$ cat src/gsc_consts.svh
`ifndef GSC_CONSTS_SVH
`define GSC_CONSTS_SVH

// Register byte addresses on the serial port
`define GSC_ADDR_PIN_FUNC 8'h05
`define GSC_ADDR_PIN_DIR 8'h07
`define GSC_ADDR_DRIVE_TYPE 8'h09
`define GSC_ADDR_OUT_LEVEL 8'h0b
`define GSC_ADDR_IN_LEVEL 8'h0d
`define GSC_ADDR_SCAN_CTRL 8'h10
`define GSC_ADDR_MANUAL_CH 8'h11
`define GSC_ADDR_SCAN_MASK 8'h12

// Common reset value of every register
`define GSC_RESET_BYTE 8'h00

// Serial frame opcodes
`define GSC_OP_READ 8'h10
`define GSC_OP_WRITE 8'h08

// Serial frame bit counts: opcode, address, data bytes
`define GSC_BITS_OPCODE 5'h08
`define GSC_BITS_ADDR 5'h10
`define GSC_BITS_FRAME 5'h18

// Scan control field positions
`define GSC_SCAN_RUN_POS 4
`define GSC_SCAN_MODE_HI 1
`define GSC_SCAN_MODE_LO 0
`define GSC_SCAN_CTRL_MASK 8'h13

// Manual channel field: bit 3 marks a reserved code
`define GSC_MANUAL_MASK 8'h0f
`define GSC_MANUAL_RSVD_POS 3

`endif

$ cat src/gsc_pkg.sv
package gsc_pkg;

  // Scan mode encodings
  typedef enum logic [1:0] {
    GSC_MODE_MANUAL = 2'h0,
    GSC_MODE_AUTO = 2'h1,
    GSC_MODE_FLY = 2'h2,
    GSC_MODE_RSVD = 2'h3
  } gsc_mode_t;

  // Serial frame phase
  typedef enum logic {
    GSC_SPI_IDLE,
    GSC_SPI_SHIFT
  } gsc_spi_state_t;

  // Drive of the eight channel pads
  typedef struct packed {
    logic [7:0] out;
    logic [7:0] oe;
  } gsc_pad_drive_t;

  // Configuration registers held by the bank
  typedef struct packed {
    logic [7:0] pin_func;
    logic [7:0] pin_dir;
    logic [7:0] drive_type;
    logic [7:0] out_level;
    logic [7:0] scan_ctrl;
    logic [7:0] manual_ch;
    logic [7:0] scan_mask;
  } gsc_cfg_t;

endpackage : gsc_pkg

$ cat src/gsc_regs.sv
`timescale 1ns/1ns
`include "gsc_consts.svh"
module gsc_regs
  import gsc_pkg::*;
(
  input wire logic clk_sys, // 125 MHz system clock
  input wire logic rst_b, // Async reset, active low
  input wire logic spi_cs_b, // Serial chip select, active low
  input wire logic spi_sclk, // Serial clock pin, mode 0
  input wire logic spi_mosi, // Serial data from host
  output logic spi_miso, // Serial data to host
  input wire logic [7:0] pad_in, // Channel pad levels
  output logic [7:0] pad_out, // Channel pad output values
  output logic [7:0] pad_oe, // Channel pad output enables
  input wire logic conv_done, // Conversion finished pulse
  output logic [2:0] scan_channel, // Channel for next conversion
  output logic scan_channel_valid, // Channel selection usable
  output gsc_mode_t scan_mode // Selected scan mode
);

  // Reset release chain
  logic [1:0] rst_sync; // Release flops
  logic rst_b_sys; // Synchronised reset, active low

  // Pin synchronisers: first stage read only by second
  logic [2:0] spi_s1; // cs, sclk, mosi stage 1
  logic [2:0] spi_s2; // Stage 2
  logic sclk_s3; // Old sclk for edge detect
  logic [7:0] pad_s1; // Pad stage 1
  logic [7:0] pad_s2; // Pad stage 2

  // Serial engine state
  gsc_spi_state_t spi_state, next_spi_state; // Frame phase
  logic [4:0] bit_cnt, next_bit_cnt; // Bits taken in frame
  logic [23:0] rx_shift, next_rx_shift; // Opcode, address and data so far
  logic [7:0] tx_shift, next_tx_shift; // Read data out
  logic next_spi_miso; // Next serial out bit

  // Register bank and sequencer
  gsc_cfg_t cfg, next_cfg; // Configuration registers
  logic [2:0] cur_ch, next_cur_ch; // Active channel
  logic run_q, next_run_q; // Auto mode with run seen last cycle

  // Edge and field helpers
  logic cs_act; // Select asserted
  logic sclk_rise; // Rising serial clock
  logic sclk_fall; // Falling serial clock
  logic [7:0] gpio_in_mask; // Channels acting as digital inputs
  logic [7:0] gpio_out_mask; // Channels acting as digital outputs
  logic scan_run; // Run bit
  logic auto_running; // Auto mode with run set
  logic [7:0] rx_byte; // Byte completed on this edge

  // Read mux; unmapped addresses and reserved bits give zero
  function automatic logic [7:0] reg_read(input logic [7:0] addr, input gsc_cfg_t c,
                                          input logic [7:0] gin);
    case (addr)
      `GSC_ADDR_PIN_FUNC: reg_read = c.pin_func;
      `GSC_ADDR_PIN_DIR: reg_read = c.pin_dir;
      `GSC_ADDR_DRIVE_TYPE: reg_read = c.drive_type;
      `GSC_ADDR_OUT_LEVEL: reg_read = c.out_level;
      `GSC_ADDR_IN_LEVEL: reg_read = gin;
      `GSC_ADDR_SCAN_CTRL: reg_read = c.scan_ctrl & `GSC_SCAN_CTRL_MASK;
      `GSC_ADDR_MANUAL_CH: reg_read = c.manual_ch & `GSC_MANUAL_MASK;
      `GSC_ADDR_SCAN_MASK: reg_read = c.scan_mask;
      default: reg_read = `GSC_RESET_BYTE;
    endcase
  endfunction : reg_read

  // Next enabled channel strictly after 'from', wrapping upward
  function automatic logic [2:0] next_enabled(input logic [7:0] mask, input logic [2:0] from);
    logic [2:0] idx;
    next_enabled = from;
    for (int i = 8; i >= 1; i--) begin
      idx = from + 3'(i);
      if (mask[idx]) begin
        next_enabled = idx;
      end
    end
  endfunction : next_enabled

  // Reset release: assert at once, release after two edges
  always_ff @(posedge clk_sys or negedge rst_b) begin
    if (!rst_b) begin
      rst_sync <= 2'h0;
    end else begin
      rst_sync <= {rst_sync[0], 1'b1};
    end
  end
  assign rst_b_sys = rst_sync[1];

  // Input synchronisers
  always_ff @(posedge clk_sys or negedge rst_b_sys) begin
    if (!rst_b_sys) begin
      spi_s1 <= 3'h1;
      spi_s2 <= 3'h1;
      sclk_s3 <= 1'b0;
      pad_s1 <= `GSC_RESET_BYTE;
      pad_s2 <= `GSC_RESET_BYTE;
    end else begin
      spi_s1 <= {spi_mosi, spi_sclk, spi_cs_b};
      spi_s2 <= spi_s1;
      sclk_s3 <= spi_s2[1];
      pad_s1 <= pad_in;
      pad_s2 <= pad_s1;
    end
  end

  // Pin role decode
  always_comb begin
    cs_act = !spi_s2[0];
    sclk_rise = spi_s2[1] && !sclk_s3;
    sclk_fall = !spi_s2[1] && sclk_s3;
    gpio_out_mask = cfg.pin_func & cfg.pin_dir;
    gpio_in_mask = cfg.pin_func & ~cfg.pin_dir;
    scan_run = cfg.scan_ctrl[`GSC_SCAN_RUN_POS];
    scan_mode = gsc_mode_t'(cfg.scan_ctrl[`GSC_SCAN_MODE_HI:`GSC_SCAN_MODE_LO]);
    auto_running = (scan_mode == GSC_MODE_AUTO) && scan_run;
    rx_byte = {rx_shift[6:0], spi_s2[2]};
  end

  // Serial frame engine and register writes
  always_comb begin
    next_spi_state = spi_state;
    next_bit_cnt = bit_cnt;
    next_rx_shift = rx_shift;
    next_tx_shift = tx_shift;
    next_spi_miso = spi_miso;
    next_cfg = cfg;
    case (spi_state)
      GSC_SPI_IDLE: begin
        next_bit_cnt = 5'h00;
        next_spi_miso = 1'b0;
        if (cs_act) begin
          next_spi_state = GSC_SPI_SHIFT;
        end
      end
      GSC_SPI_SHIFT: begin
        if (!cs_act) begin
          // Short frames are dropped without side effect
          next_spi_state = GSC_SPI_IDLE;
        end else if (sclk_rise && bit_cnt != `GSC_BITS_FRAME) begin
          // Full frame kept so opcode and address survive the data byte
          next_rx_shift = {rx_shift[22:0], spi_s2[2]};
          next_bit_cnt = bit_cnt + 5'h01;
          if (bit_cnt + 5'h01 == `GSC_BITS_ADDR && rx_shift[14:7] == `GSC_OP_READ) begin
            // Read data loaded once the address is in
            next_tx_shift = reg_read(rx_byte, cfg, pad_s2 & gpio_in_mask);
          end
          if (bit_cnt + 5'h01 == `GSC_BITS_FRAME && rx_shift[22:15] == `GSC_OP_WRITE) begin
            case (rx_shift[14:7])
              `GSC_ADDR_PIN_FUNC: next_cfg.pin_func = rx_byte;
              `GSC_ADDR_PIN_DIR: next_cfg.pin_dir = rx_byte;
              `GSC_ADDR_DRIVE_TYPE: next_cfg.drive_type = rx_byte;
              `GSC_ADDR_OUT_LEVEL: next_cfg.out_level = rx_byte;
              `GSC_ADDR_SCAN_CTRL: next_cfg.scan_ctrl = rx_byte & `GSC_SCAN_CTRL_MASK;
              `GSC_ADDR_MANUAL_CH: next_cfg.manual_ch = rx_byte & `GSC_MANUAL_MASK;
              `GSC_ADDR_SCAN_MASK: next_cfg.scan_mask = rx_byte;
              default: next_cfg = cfg; // Read-only and unmapped ignored
            endcase
          end
        end else if (sclk_fall && bit_cnt >= `GSC_BITS_ADDR && bit_cnt < `GSC_BITS_FRAME) begin
          // Mode 0: change output on falling edge
          next_spi_miso = tx_shift[7];
          next_tx_shift = {tx_shift[6:0], 1'b0};
        end
      end
      default: next_spi_state = GSC_SPI_IDLE;
    endcase
  end

  // Serial and register state
  always_ff @(posedge clk_sys or negedge rst_b_sys) begin
    if (!rst_b_sys) begin
      spi_state <= GSC_SPI_IDLE;
      bit_cnt <= 5'h00;
      rx_shift <= 24'h000000;
      tx_shift <= `GSC_RESET_BYTE;
      spi_miso <= 1'b0;
      cfg <= '0;
    end else begin
      spi_state <= next_spi_state;
      bit_cnt <= next_bit_cnt;
      rx_shift <= next_rx_shift;
      tx_shift <= next_tx_shift;
      spi_miso <= next_spi_miso;
      cfg <= next_cfg;
    end
  end

  // Channel sequencer; conversion engine advances it
  always_comb begin
    next_cur_ch = cur_ch;
    next_run_q = auto_running;
    scan_channel_valid = 1'b0;
    case (scan_mode)
      GSC_MODE_MANUAL: begin
        next_cur_ch = cfg.manual_ch[2:0];
        scan_channel_valid = !cfg.manual_ch[`GSC_MANUAL_RSVD_POS];
      end
      GSC_MODE_AUTO: begin
        scan_channel_valid = auto_running && (cfg.scan_mask != 8'h00);
        if (auto_running && !run_q) begin
          // Start from the lowest enabled channel
          next_cur_ch = next_enabled(cfg.scan_mask, 3'h7);
        end else if (auto_running && conv_done) begin
          next_cur_ch = next_enabled(cfg.scan_mask, cur_ch);
        end
      end
      default: begin
        // On-the-fly and reserved modes hold the channel
        next_cur_ch = cur_ch;
      end
    endcase
  end

  // Sequencer state
  always_ff @(posedge clk_sys or negedge rst_b_sys) begin
    if (!rst_b_sys) begin
      cur_ch <= 3'h0;
      run_q <= 1'b0;
    end else begin
      cur_ch <= next_cur_ch;
      run_q <= next_run_q;
    end
  end
  assign scan_channel = cur_ch;

  // Pad drivers; open-drain only ever pulls low
  gsc_pad_drive_t pad_drv; // Combined pad drive
  always_comb begin
    pad_drv.out = cfg.out_level & cfg.drive_type;
    pad_drv.oe = gpio_out_mask & (cfg.drive_type | ~cfg.out_level);
  end
  assign pad_out = pad_drv.out;
  assign pad_oe = pad_drv.oe;

endmodule : gsc_regs

$ cat config.mk
export PLATFORM = sky130hd
export DESIGN_NAME = gsc_regs
export DESIGN_NICKNAME = d
export VERILOG_FILES = /design/src/gsc_pkg.sv /design/src/gsc_regs.sv
export VERILOG_INCLUDE_DIRS = /design/src
export SDC_FILE = /design/constraint.sdc
export NUM_CORES = 1
export LEC_CHECK = 0
export ABC_AREA = 1
export BUFFER_PORTS_ARGS = -buffer_cell sky130_fd_sc_hd__buf_2
export CORE_ASPECT_RATIO = 1.5
export CORE_MARGIN = 2
export CORE_UTILIZATION = 35
export DETAILED_ROUTE_END_ITERATION = 7
export RECOVER_POWER = 25
export SYNTH_ARGS = -nofsm -noshare
export SYNTH_HDL_FRONTEND = slang
export SYNTH_SLANG_ARGS = --single-unit
$ cat constraint.sdc
create_clock -name clk_sys -period 7.1 [get_ports clk_sys]
set_input_delay 1.42 -clock clk_sys [delete_from_list [all_inputs] [get_ports clk_sys]]
set_output_delay 1.42 -clock clk_sys [all_outputs]
set_load 0.05 [all_outputs]
Word level (Yosys, flattened, before mapping):

Cells that the tools add are included.
Widths: inputs -> output; s select.

* register bits: 114
* bits in latches: 0
* bits in writable memories: 0
* bits in read-only memories: 0
* output and inout bits: 23
* logic and storage cells: 149
* memories kept: 0

* add/subtract/negate cells: 8
* multiply operators: 0
* div/mod/pow operators: 0
* $lt $le $gt $ge: 9
* equal/unequal tests: 27
* shifts and indexed selects: 0
* muxes and demuxes: 44
* bitwise logic cells: 10
* reduce and logical (&&, ||, !) cells: 31

Operators with widths (count)
* $pmux 8 s8: 1
* $eq 8x4->1 const B: 6
* $eq 8x5->1 const B: 6
* $mux 3: 15
* $and 8x8->8: 5
* $reduce_and 5->1: 7
* $eq 8x3->1 const B: 4
* $lt 3x4->1 const B: 7
* $mux 8: 3
* $bmux 1 s3: 7
* $not 8->8: 2
* $add 3x3->3 const B: 4
* $mux 1: 12
* $logic_and 1x1->1: 11
* $eq 5x5->1 const B: 2
* $mux 5: 2
* $pmux 5 s2: 1
* $ne 9x1->1 const B: 1
* $reduce_and 3->1: 3
* $or 8x8->8: 1
* $reduce_bool 8->1: 1
* $add 3x2->3 const B: 2
* $ne 2x1->1 const B: 3
* $pmux 3 s2: 1
* other kinds (15): 22

Logic depth before layout (Yosys ltp):

* depth after elaboration: 13
* gate-level depth with buffers: 18
* depth with buffers taken out: 17

Least setup slack after synthesis:

No wires, ideal clock.

* path kind: reg-to-output
* start point: reg cfg, in the netlist scan_mode[1]
* end point: out scan_channel_valid
* arrival time: 1.819 ns
* required time: 5.680 ns
* path slack: 3.861 ns
* stages on the path, launching flop included: 6
* cells stage by stage: dfrtp_1 inv_1 nand2_2 inv_1 nand2_1 o21ai_0

* cells in the longest elaborated chain, start to end: 4
* elaborated cells on any way between the ends: 5

Ends and longest elaborated chain
* from (decl): line gsc_regs.sv:40 `gsc_cfg_t cfg, next_cfg;`
* from (signal assigned): line gsc_regs.sv:187 `cfg <= next_cfg;`
* $eq 2x1->1: line gsc_regs.sv:118, gsc_regs.sv:196
* $logic_and 1x1->1: line gsc_regs.sv:118 `auto_running = (scan_mode == GSC_MODE_AUTO) && scan_run;`
* $logic_and 1x1->1: line gsc_regs.sv:202 `scan_channel_valid = auto_running && (cfg.scan_mask != 8'h00);`
* $pmux 1 s2 *: line gsc_regs.sv:196 `case (scan_mode)`
* to (decl): line gsc_regs.sv:17 `output logic scan_channel_valid,`

Mark *: on every way between the ends. The rest lies on a longest branch, timed or not.

Worst setup path after layout:

Same ends and word-level chain as after synthesis.

==> impl_metrics.toml <==
[outcome]
status = "finished with violations"
violations = "max-capacitance violations, max-slew violations"

[hold_path]
holdCritStartpoint = "pad_s1[0]"
worstHoldEndpoint = "pad_s2[0]"
min_path_type = "reg2reg"
hold_depth = 0

[floorplanning]
die-area_sq_um = 17800
dieHeight_microns = 162
rows = 57
io_pins = 37
chipWidth_microns = 109
fp.coreArea_sq_um = 16300
initial_core_util_pct = 35.9

[setup_path]
rr_worst_depth = 1
max_stage_delay_ns = 0.42
required_ns = 5.68
startpoint_type = "register"
r2r-end = "pad_s2[3]"
cp.arrival_ns = 1.80
critical-path-top-delay-family = "buffers and inverters"
end_kind = "primary output"
crit_path_start = "scan_mode[1]"
worstPathMaxFanout = 5
crit_path_top_delay_cell = "dfrtp_1"
path_cells = "inv_1 > nand2_1 > inv_1 > nand2_1 > o21ai_0 > buf_2"
cp.buffers_inverters = 3
path_class = "reg2out"
r2r_start = "rst_sync[1]"
r2r_slack_ns = 4.42

[cells_and_area]
final_core_util_pct = 42.1
layout.nets = 799
layout-drive-gt1-share_pct = 14.8
areaGrowthSynthToFinish_pct = 17.3
diodes = 0
n_fill_cell = 1682

[routing]
top_layer = "met4"
drt_iter0_drc = 352
wirelength_met1_microns = 5930
vias = 4941
wire_per_inst_microns = 15.1
postRouteAntennaNets = 0
drt_drc_violations_left = 0
viasPerCell = 4.95
route.met3.wl_microns = 392
wl_microns = 15100
drtPass1Iterations = 5
met2_length_microns = 8250

[grt]
grtUsageTotal_pct = 18.3
antenna_found_initial = 0
grt.overflow.total = 0
grt_pass1_vias = 4812
grt_pass1_wl_microns = 24500
grt_max_degree = 58

[cts]
clkLatencyLatePin_ns = 0.42
clockRootBuffer = "clkbuf_16"
postCtsSetupBuffers = 0
cts_sinks = 114
cts_tree = "built"
ctsResizeCount = 0
cts_inserted_buffers = 17
clock_path_buffers = 2
cts.clk_slew.worst_paths_ns = 0.06
cts-htree-levels = 4
cts_hold_buf = 0

[logic_synthesis]
synth_cell_types = 40
synth_area_sq_um = 5840
ys_async_sr_fraction_pct = 100
ys_ff_latch = 114
synth_ff_type = "dfrtp_1"
synth_edf_count = 0
postSynthAreaPerCell_sq_um = 7.88
yosysWarnings = 0
synth_cells = 741
synth-seq-area-share_pct = 48.9
synth_fp_nets = 760

[power_and_ir_drop]
powerDensity_nw_per_um2 = 258
p_leak_nw = 3.42
ir_drop_mv = 0.182

[placement]
pre_cts_ws_ns = 4.37
hpwl_microns = 11000
place_congestion = 0.834
port_buffers = 36

[run]
cap_violations = 1

[timing]
hold_viol = 0
tns_ns = 0
drv_slew = 57
period_needed_ns = 3.22
finalCritPeriodShare_pct = 45.3
rsz0062_at_grt = "no"
skew_ns = 0.0125
setup_viol = 0
worst_pin_slew_ns = 2.25
post-route-worst-setup-slack_ns = 3.88
slew_headroom_pct = -49.9
fmax_mhz = 311
worst max-delay path by stage:
stage / to / slack [ns] / cells past startpoint
after floorplan: bit_cnt[0] / 3.69 / 0
after global placement: scan_channel_valid / 4.42 / 6
after detailed placement: scan_channel_valid / 4.37 / 6
after CTS: scan_channel_valid / 3.93 / 6
after global routing: scan_channel_valid / 3.79 / 6
final: scan_channel_valid / 3.88 / 6
synthesized netlist by cell type, types with 2 or more instances:
library cell	n	area [sq um]
buf_2	4	20.0
clkbuf_1	4	15.0
nor2_1	41	154
o21ai_1	24	120
dfstp_2	2	52.6
inv_2	8	30.0
nor4_1	4	25.0
nand2_2	12	75.1
nand3_1	59	295
buf_6	6	67.6
nor3_1	8	40.0
a211oi_1	6	45.0
o211ai_1	2	15.0
nand2_1	217	815
o21ai_2	17	149
xor2_1	3	26.3
dfrtp_1	112	2800
o22ai_1	5	31.3
nor3_2	4	40.0
nor2_2	4	25.0
inv_1	99	372
ha_1	5	62.6
o2111ai_1	4	35.0
nand4_1	7	43.8
a21oi_1	27	135
o21ai_0	41	205
buf_4	3	22.5
report_power, final:
group	leakage [nW]	internal, mW	switching [mW]	total, mW
combinational	1.56	0.0172	0.0632	0.0804
clock	0.333	0.687	0.312	0.999
sequential	1.52	0.666	0.0201	0.686
cells by family after synthesis:
kind of cell               synth area share (%)
AOI/OAI and AO/OA                          13.3
other                                    0.0642
xor gates and xnor gates                  0.879
adders and majority gates                  1.07
and+or+nand+nor                            26.7
buffers and inverters                      9.08
DFF                                        48.9
flip-flops by register name, summed over array words and instances, names as in the netlist, 3 cells and up:
| name | count |
|---|---|
| spi_s1 | 3 |
| pad_s1 | 8 |
| bit_cnt | 5 |
| rx_shift | 23 |
| cfg | 45 |
| pad_s2 | 8 |
| tx_shift | 8 |
| scan_channel | 3 |
| spi_s2 | 3 |
per-stage QoR:
stage	power, mW	std cells	cell area, sq um	hold WS, ns
finish	1.77	999	6850	0.344
global route	1.83	999	6850	0.352
CTS	1.78	999	6860	0.348
detailed placement	0.778	967	6160	0.336
global placement	0.778	967	6160	0.334
floorplan	0.748	741	5840	0.331
metal layers:
layer / global-route usage, % / vias to the layer above
li1: - / 2462
met1: 20.5 / 2353
met2: 32.6 / 95
met3: 3.85 / 31
met4: 8.06 / 0
met5: 0 / -
layout make-up:
| cell class | instances | area [sq um] | area share, % |
|---|---|---|---|
| tap | 206 | 258 | 3.76 |
| inverter | 108 | 405 | 5.92 |
| timing repair buffer | 37 | 186 | 2.72 |
| sequential | 114 | 2860 | 41.7 |
| clock inverter | 12 | 226 | 3.31 |
| multi-input combinational | 502 | 2450 | 35.8 |
| clock buffer | 20 | 467 | 6.81 |
cell usage in the layout, fill, tap and decap left out, drive strengths merged:
| master | n |
|---|---|
| a211oi | 6 |
| a21oi | 27 |
| a32o | 1 |
| and3 | 1 |
| buf | 36 |
| bufinv | 6 |
| clkbuf | 21 |
| clkinv | 4 |
| clkinvlp | 2 |
| conb | 1 |
| dfrtp | 112 |
| dfstp | 2 |
| ha | 5 |
| inv | 108 |
| nand2 | 230 |
| nand3 | 60 |
| nand4 | 7 |
| nor2 | 45 |
| nor3 | 13 |
| nor4 | 4 |
| o2111ai | 4 |
| o211a | 1 |
| o211ai | 2 |
| o21ai | 82 |
| o21bai | 1 |
| o221ai | 1 |
| o22ai | 5 |
| o31ai | 1 |
| xnor2 | 1 |
| xor2 | 4 |
Power figures use the tool's default switching activity.
